File: src/common/ssc_regs.svh
// Register offsets, field positions, reset values and fault cause codes
`ifndef SSC_REGS_SVH
`define SSC_REGS_SVH

`define SSC_CTRL_OFF 12'h000
`define SSC_STAT_OFF 12'h004
`define SSC_CNT_OFF 12'h008

`define SSC_CTRL_MSSE 0
`define SSC_CTRL_HSSE 1
`define SSC_CTRL_MXR 2
`define SSC_CTRL_SUM 3
`define SSC_CTRL_RST 4'h0
`define SSC_STAT_SEEN 8
`define SSC_STAT_RST 5'h00
`define SSC_CNT_RST 32'h0000_0000

`define SSC_XWR_SS 3'h2
`define SSC_XWR_RO 3'h1

`define SSC_CAUSE_IF_ACC 5'h01
`define SSC_CAUSE_LD_ACC 5'h05
`define SSC_CAUSE_ST_ACC 5'h07
`define SSC_CAUSE_IF_PG 5'h0c
`define SSC_CAUSE_LD_PG 5'h0d
`define SSC_CAUSE_ST_PG 5'h0f
`define SSC_CAUSE_IF_GPG 5'h14
`define SSC_CAUSE_LD_GPG 5'h15
`define SSC_CAUSE_ST_GPG 5'h17

`endif

File: src/common/ssc_pkg.sv
// Types shared by the shadow-stack access checker
package ssc_pkg;
  typedef enum logic [1:0] {PRIV_U = 2'h0, PRIV_S = 2'h1, PRIV_M = 2'h3} ssc_priv_e;
  typedef enum logic [3:0] {
    ACC_LOAD, ACC_STORE, ACC_AMO, ACC_FETCH, ACC_CBO,
    ACC_SS_PUSH, ACC_SS_CPUSH, ACC_SS_POPCHK, ACC_SS_CPOPCHK, ACC_SS_SWAP
  } ssc_acc_e;
  typedef enum logic [1:0] {FK_ACCESS, FK_PAGE, FK_GUEST} ssc_kind_e;
  typedef logic [2:0] ssc_xwr_t;
  typedef logic [4:0] ssc_cause_t;
endpackage : ssc_pkg

File: src/common/ssc_cfg_if.sv
// Configuration and fault event carrier between register file and checker
interface ssc_cfg_if;
  logic mSse;
  logic hSse;
  logic make_executable_readable;
  logic sum;
  logic faultEvt;
  ssc_pkg::ssc_cause_t faultCause;
  modport regs (output mSse, output hSse, output make_executable_readable, output sum,
    input faultEvt, input faultCause);
  modport core (input mSse, input hSse, input make_executable_readable, input sum,
    output faultEvt, output faultCause);
endinterface : ssc_cfg_if

File: src/verilog/ssc_apb_regs.sv
// APB register file: control bits, last fault and fault count
module ssc_apb_regs #(
  parameter int AW = 12
) (
  input wire logic clk,
  input wire logic reset_n,
  input wire logic psel,
  input wire logic penable,
  input wire logic pwrite,
  input wire logic [AW-1:0] paddr,
  input wire logic [31:0] pwdata,
  output logic [31:0] prdata,
  output logic pready,
  output logic pslverr,
  ssc_cfg_if.regs cfg
);
  import ssc_pkg::*;
  `include "ssc_regs.svh"

  logic [3:0] ctrl_q;
  ssc_cause_t cause_q;
  logic seen_q;
  logic [31:0] cnt_q;
  logic [31:0] prdata_q;

  // ----------------------------------------
  // Decode
  // ----------------------------------------
  wire logic [11:0] addr = 12'(paddr);
  wire logic hitCtrl = (addr == `SSC_CTRL_OFF);
  wire logic hitStat = (addr == `SSC_STAT_OFF);
  wire logic hitCnt = (addr == `SSC_CNT_OFF);
  wire logic hit = hitCtrl || hitStat || hitCnt;
  wire logic wrEn = psel && penable && pwrite && hit;
  wire logic [31:0] rdMux = hitCtrl ? {28'h000_0000, ctrl_q} :
    hitStat ? {23'h00_0000, seen_q, 3'h0, cause_q} :
    hitCnt ? cnt_q : 32'h0000_0000;
  wire logic seenClr = wrEn && hitStat && pwdata[`SSC_STAT_SEEN];
  wire logic cntClr = wrEn && hitCnt;

  assign pready = 1'b1;
  assign pslverr = psel && penable && !hit;
  assign prdata = prdata_q;
  assign cfg.mSse = ctrl_q[`SSC_CTRL_MSSE];
  assign cfg.hSse = ctrl_q[`SSC_CTRL_HSSE];
  assign cfg.make_executable_readable = ctrl_q[`SSC_CTRL_MXR];
  assign cfg.sum = ctrl_q[`SSC_CTRL_SUM];

  // ----------------------------------------
  // Registers
  // ----------------------------------------
  always_ff @(posedge clk or negedge reset_n) begin
    if (!reset_n) begin
      ctrl_q <= `SSC_CTRL_RST;
      cause_q <= `SSC_STAT_RST;
      seen_q <= 1'b0;
      cnt_q <= `SSC_CNT_RST;
      prdata_q <= 32'h0000_0000;
    end else begin
      if (wrEn && hitCtrl) ctrl_q <= pwdata[3:0];
      if (cfg.faultEvt) cause_q <= cfg.faultCause;
      seen_q <= cfg.faultEvt || (seen_q && !seenClr);
      cnt_q <= (cntClr ? 32'h0000_0000 : cnt_q) + {31'h0000_0000, cfg.faultEvt};
      if (psel && !penable) prdata_q <= rdMux;
    end
  end
endmodule : ssc_apb_regs

File: src/flat_wrapper.sv
// flat-port wrapper written by rule: the top's interface ports become plain ports
module ssc_apb_regs_flat import ssc_pkg::*;
#(
  parameter int AW = 12
)
  (clk, reset_n, psel, penable, pwrite, paddr, pwdata, prdata, pready, pslverr, cfg_mSse, cfg_hSse, cfg_make_executable_readable, cfg_sum, cfg_faultEvt, cfg_faultCause);
  ssc_cfg_if cfg_i ();
  input wire logic clk;
  input wire logic reset_n;
  input wire logic psel;
  input wire logic penable;
  input wire logic pwrite;
  input wire logic [AW-1:0] paddr;
  input wire logic [31:0] pwdata;
  output logic [31:0] prdata;
  output logic pready;
  output logic pslverr;
  output wire logic [$bits(cfg_i.mSse)-1:0] cfg_mSse;
  output wire logic [$bits(cfg_i.hSse)-1:0] cfg_hSse;
  output wire logic [$bits(cfg_i.make_executable_readable)-1:0] cfg_make_executable_readable;
  output wire logic [$bits(cfg_i.sum)-1:0] cfg_sum;
  input wire logic [$bits(cfg_i.faultEvt)-1:0] cfg_faultEvt;
  input wire logic [$bits(cfg_i.faultCause)-1:0] cfg_faultCause;
  assign cfg_mSse = cfg_i.mSse;
  assign cfg_hSse = cfg_i.hSse;
  assign cfg_make_executable_readable = cfg_i.make_executable_readable;
  assign cfg_sum = cfg_i.sum;
  assign cfg_i.faultEvt = cfg_faultEvt;
  assign cfg_i.faultCause = cfg_faultCause;
  ssc_apb_regs #(.AW(AW)) u_core (.clk(clk), .reset_n(reset_n), .psel(psel), .penable(penable), .pwrite(pwrite), .paddr(paddr), .pwdata(pwdata), .prdata(prdata), .pready(pready), .pslverr(pslverr), .cfg(cfg_i));
endmodule
File: config.mk
export PLATFORM = sky130hd
export DESIGN_NAME = ssc_apb_regs_flat
export DESIGN_NICKNAME = d
export VERILOG_FILES = /design/src/common/ssc_pkg.sv /design/src/common/ssc_cfg_if.sv /design/src/verilog/ssc_apb_regs.sv /design/src/flat_wrapper.sv
export VERILOG_INCLUDE_DIRS = /design/src /design/src/common
export SDC_FILE = /design/constraint.sdc
export NUM_CORES = 1
export LEC_CHECK = 0
export CAP_MARGIN = 10
export CELL_PAD_IN_SITES_DETAIL_PLACEMENT = 1
export CELL_PAD_IN_SITES_GLOBAL_PLACEMENT = 2
export CORE_ASPECT_RATIO = 1.4
export CORE_UTILIZATION = 38
export DETAILED_ROUTE_END_ITERATION = 12
export DONT_BUFFER_PORTS = 1
export GPL_ROUTABILITY_DRIVEN = 0
export HOLD_SLACK_MARGIN = 0.05
export PLACE_DENSITY_LB_ADDON = 0.1
export SLEW_MARGIN = 20
export SYNTH_ARGS = -nofsm -noshare
export SYNTH_HDL_FRONTEND = slang
export SYNTH_SLANG_ARGS = --single-unit
File: constraint.sdc
create_clock -name clk -period 2.3 [get_ports clk]
set_clock_uncertainty 0.1 [all_clocks]
set_input_delay 0.23 -clock clk [delete_from_list [all_inputs] [get_ports clk]]
set_output_delay 0.23 -clock clk [all_outputs]
set_load 0.005 [all_outputs]
== Word-level counts from Yosys, hierarchy flattened ==
Index checks and enable logic that the tools add are counted.

* Register bits after elaboration: 74
* Bits in latches: 0
* RAM bits: 0
* Memory bits (read-only): 0
* Bits of input ports: 55
* Output and inout bits: 38
* Word-level logic and storage cells: 29
* Memories kept: 0

* Add/sub/neg operators: 1
* $mul: 0
* Divide/modulo/power cells: 0
* $lt $le $gt $ge: 0
* Equal/unequal tests: 2
* Shift-type cells: 0
* Muxes and demuxes: 4
* Bitwise gates (word level): 0
* Reduce and logical (&&, ||, !) cells: 17

{| class="wikitable"
|+ Operators with widths
! kind !! count
|-
| 32-bit two-way mux || 4
|-
| 32-bit by 1-bit adder with 32-bit output || 1
|-
| 12-bit by 3-bit == test with 1-bit output (second input constant) || 1
|-
| 12-bit by 4-bit == test with 1-bit output (second input constant) || 1
|-
| 12-bit logical NOT || 1
|-
| 1-bit logical AND || 10
|-
| 1-bit logical NOT || 3
|-
| 1-bit logical OR || 3
|}

== Longest topological paths before layout ==
* Depth in word-level cells: 9
* Mapped depth: 11
* Mapped depth without buffers: 9

== Worst setup path before layout ==
OpenSTA, ideal clock, no wires.

* Path kind: input to register
* Start point: input paddr[7]
* End point: register u_core.cnt_q[29]
* Library setup time: 0.134 ns
* Data arrival time: 2.454 ns
* Data required time: 2.066 ns
* Path slack: -0.388 ns
* Stages on the path: 11
* Path buffers: 2
* Path through: nor4_1 nand3_1 nor2_4 buf_2 nor2b_1 ha_1 and2_1 clkbuf_1 and4_1 or4b_1 a21oi_1

* Cells in the longest elaborated chain, start to end: 7
* Elaborated cells between the ends (all ways): 9
* Classes of those cells: add/sub: 1; eq/ne: 2; mux: 1; reduce/logical: 5

{| class="wikitable"
|+ RTL lines
! what !! RTL line !! source
|-
| start, declared || flat_wrapper.sv:13 || <nowiki>input wire logic [AW-1:0] paddr;</nowiki>
|-
| 12-bit by 3-bit == test with 1-bit output (no source line) or 12-bit logical NOT (tied branches) || - ||
|-
| 1-bit logical OR (2 in a row) || ssc_apb_regs.sv:33 || <nowiki>wire logic hit = hitCtrl || hitStat || hitCnt;</nowiki>
|-
| 1-bit logical AND || ssc_apb_regs.sv:34 || <nowiki>wire logic wrEn = psel && penable && pwrite && hit;</nowiki>
|-
| 1-bit logical AND * || ssc_apb_regs.sv:39 || <nowiki>wire logic cntClr = wrEn && hitCnt;</nowiki>
|-
| 32-bit two-way mux * || ssc_apb_regs.sv:63 || <nowiki>cnt_q <= (cntClr ? 32'h0000_0000 : cnt_q) + {31'h0000_0000, cfg.faultEvt};</nowiki>
|-
| 32-bit by 1-bit adder with 32-bit output * || ssc_apb_regs.sv:63 ||
|-
| end signal, assigned || ssc_apb_regs.sv:57 || <nowiki>cnt_q <= `SSC_CNT_RST;</nowiki>
|-
| end signal, assigned || ssc_apb_regs.sv:63 ||
|-
| end, declared || ssc_apb_regs.sv:23 || <nowiki>logic [31:0] cnt_q;</nowiki>
|}

Every way passes the cells marked *; elsewhere a longest branch is shown, timed or not.
A chain may end at the register's enable or synchronous reset.

== Worst setup path after layout ==
* Start point: register u_core.cnt_q[7]
* End point: register u_core.cnt_q[28]

* Cells in the longest elaborated chain, start to end: 2

{| class="wikitable"
|+ RTL lines
! what !! RTL line
|-
| 32-bit two-way mux || ssc_apb_regs.sv:63
|-
| 32-bit by 1-bit adder with 32-bit output || ssc_apb_regs.sv:63
|}

Every way passes these cells.

==> results by group <==
Run status
  – Status: finished clean

Min path
  – Hold depth: 3
  – Worst min path class: primary input to flop
  – Hold_sp: paddr[2]

Setup path
  – Worst path required time: 2.46 ns
  – Worst setup SP type: flop
  – Family with the most delay on the worst path: simple AND/OR/NAND/NOR gates
  – Worst Path Buf+Inv: 0
  – Worst setup path start: u_core.cnt_q[7]
  – Crit. End Element: flop
  – WS Path Type: flop to flop
  – Reg-to-reg startpoint: u_core.cnt_q[7]
  – Critical-path top delay cell: or4_1
  – Register-to-Register Path Depth: 4
  – CP max stage delay: 0.58 ns
  – Crit Path Max Fanout: 8
  – Critical Path AT: 2.20 ns
  – Critical-path cell list: and4_1 > nand4_1 > or4_1 > a21oi_1
  – CP Depth: 4

Finish
  – Final non-filler cell total: 501
  – # fillers: 1021
  – Antenna Cells: 0
  – Area growth syn-to-layout: 19.3%
  – Layout cell share with drive strength beyond 1: 0.168
  – Final Net Count: between 400 and 500

Drt
  – Routed length per instance: 18.5 µm
  – DR iter-0 viols: 124
  – Vias per std cell: 5.69
  – Routed WL: 9.26 mm
  – Post-route ant nets: 0
  – DR pass1 iterations: 4
  – Vias: 2849
  – Remaining DRCs: 0

Timing
  – Final Hold Fails: 0
  – Tmin final: 2.04 ns
  – RSZ-0062 raised after global routing: false
  – Final Setup Violations: 0
  – Max Freq: 0.489 GHz
  – Fin crit share: 0.889
  – Fin. max-slew vios: 0
  – Setup TNS Final: 0 ns

Synthesis
  – Adder-cell area share of the yosys netlist: 0.00709
  – Register area share after synthesis: 0.524
  – Main combinational cell family by area after synthesis: simple AND/OR/NAND/NOR gates
  – Leading area contributor after synthesis: dfrtp_1
  – Most common flop cell mapped by yosys: dfrtp_1
  – Mux share of post-synthesis cell area: 0.0287
  – Post-synthesis compound-gate area fraction: 0.129
  – Synth Register Bits: 74
  – Synth Area in Simple Gates: 0.239
  – Synth Area in XOR/XNOR: 0.0322
  – Post-synth EDFFs: 0
  – Distinct cells, synth: 46
  – Top cells by area, synth: dfrtp_1 (52%), nand2_1 (6.1%), o21ai_0 (4.8%), a21oi_1 (4.0%), mux2_2 (2.9%)
  – Post-synth top area share: 0.524
  – Most instantiated cells after synthesis: dfrtp_1 (74), nand2_1 (57), o21ai_0 (34)
  – Yosys warning total: 0
  – Syn_nets: 417
  – Async set-or-reset flop fraction in the synthesized netlist: 1.00
  – Count leader, synth: dfrtp_1
  – Cells after Synth: 360
  – Syn Area/Cell: 9.81 µm²
  – Cell Area, Synth: 3530 µm²

Run
  – Max-Cap Viols: 0

Global routing
  – Grt peak-use layer: met2
  – GR Overflow Total: 0
  – Met3 Track Usage GR: 0.0427
  – Global Route met2 Usage: 0.395
  – Initial antenna violation count: 0
  – Global Route met1 Usage: 0.231
  – GRT Resource Usage Total: 0.211
  – Vias in the first global route: around 3.2k
  – Global-route wire length before repair: 15.7 mm
  – Maximum number of pins on one net before global-route repair: 75

Floorplanning
  – Initial Util: 0.391
  – I/O pin total: 93
  – Die ar.: 9690 µm²
  – Die Span Y: 116 µm
  – Core area: 9030 µm²
  – Die X: 83.5 µm
  – Site Rows: between 40 and 50

Power and ir drop
  – Leakage: 0.00178 µW
  – Switching pwr: 764 µW
  – Power share of the combinational group: 0.093
  – Sw frac: 0.252
  – Peak supply drop: 622 µV
  – P_int: about 2300 µW
  – Power Dens Cells: 720 nW/µm²
  – Clk network pwr share: 0.425
  – Reg power frac: 0.482

Clock tree
  – Setup Buffers After CTS: 0
  – Longest Clk Path Bufs: 2
  – CTS Sinks: between 70 and 80
  – Register clock-pin slew on the reported worst setup and hold paths: 0.06 ns
  – H-tree Lvls: 3
  – Clock Tree Root: clkbuf_16
  – Worst-Skew Late Latency: 0.34 ns
  – Cts bufs inserted: 9
  – TritonCTS clock tree: built

Place
  – Dpl cells: ~470
  – Hpwl dp: 6.24 mm
  – Port Buffers: 0
==> power groups by stage <==
| stage | Combinational (µW) | Sequential [µW] | Clock [µW] |
|---|---|---|---|
| 2_1_floorplan | 177 | 1460 | 0 |
| 3_3_place_gp | 226 | 1480 | 0 |
| 3_5_place_dp | 239 | 1480 | 0 |
| 4_1_cts | 290 | 1460 | 1320 |
| 5_1_grt | 323 | 1470 | 1360 |
| 6_report | 282 | 1460 | 1290 |
==> flip-flops by register name, summed over array words and instances (netlist names) <==
| name | cells |
|---|---|
| u_core.prdata | 32 |
| u_core.seen_q | 1 |
| u_core.ctrl_q | 4 |
| u_core.cnt_q | 32 |
| u_core.cause_q | 5 |
==> layout by cell type, fill, tap and decap left out, drive strengths merged, types with 3 or more instances in the layout <==
cell type and n:
and3 7, o21ai 35, inv 3, a21oi 29, nand4 19, dlygate4sd3 12
nand2 57, or4 8, o41ai 3, o31ai 8, nand3 19, clkbuf 13
and4 6, nor2b 4, and2 3, o22ai 4, nor4 3, xor2 11
mux2 9, clkinv 3, buf 28, dfrtp 74, nor2 14, or3 6
==> layout make-up <==
cell class	instances	area, µm²	share of cell area
clock buffer	13	250	0.0594
clock inverter	3	15.0	0.00356
inverter	3	11.3	0.00267
multi-input combinational	260	1590	0.377
sequential	74	1850	0.439
tap	107	134	0.0318
timing repair buffer	41	363	0.0861
==> repair_timing <==
action,in CTS,in global routing
hold buffers,14,0
gates resized for setup,0,1
endpoints found under the setup margin,0,4
endpoints found under the hold margin,87,0
==> worst paths after layout <==
kind	endpoint	slack, ns
worst max-delay path	u_core.cnt_q[28]	0.26
worst min-delay path	u_core.prdata[0]	0.11
worst max register to register	u_core.cnt_q[28]	0.26
worst min register to register	u_core.prdata[30]	0.40
max in group asynchronous	u_core.cnt_q[11]	1.43
min in group asynchronous	u_core.cnt_q[27]	0.38
==> cell families after synthesis <==
group | after synthesis
and+or+nand+nor | 153
AOI/OAI and AO/OA | 82
DFF | 74
buffers and inverters | 26
xor gates and xnor gates | 13
muxes | 9
adders and majority gates | 2
other | 1
==> layer usage <==
layer  vias up  part of all wire
li1       1361                 -
met1      1425              0.39
met2        47              0.56
met3        16             0.030
met4         0             0.023
met5         -                 0
==> tightest hold or removal path: cells and delay by family <==
family | cells | cell delay (ns)
buffers and inverters | 1 | 0.04
AO/OA/AOI/OAI | 2 | 0.23
==> per-stage QoR <==
step / hold slack (ns) / power (µW) / setup WS (ns) / cell area, µm² / util
3_5_place_dp: -0.164 / 1720 / 0.127 / 3790 / 0.420
3_3_place_gp: -0.164 / 1710 / 0.116 / 3790 / 0.420
4_1_cts: 0.109 / 3080 / 0.0517 / 4210 / 0.466
2_1_floorplan: -0.166 / 1640 / 0.00742 / 3570 / -
5_1_grt: 0.156 / 3150 / 0.128 / 4210 / 0.467
6_report: 0.110 / 3030 / 0.256 / 4210 / 0.467
No activity file was read; power rests on OpenSTA's default activity.
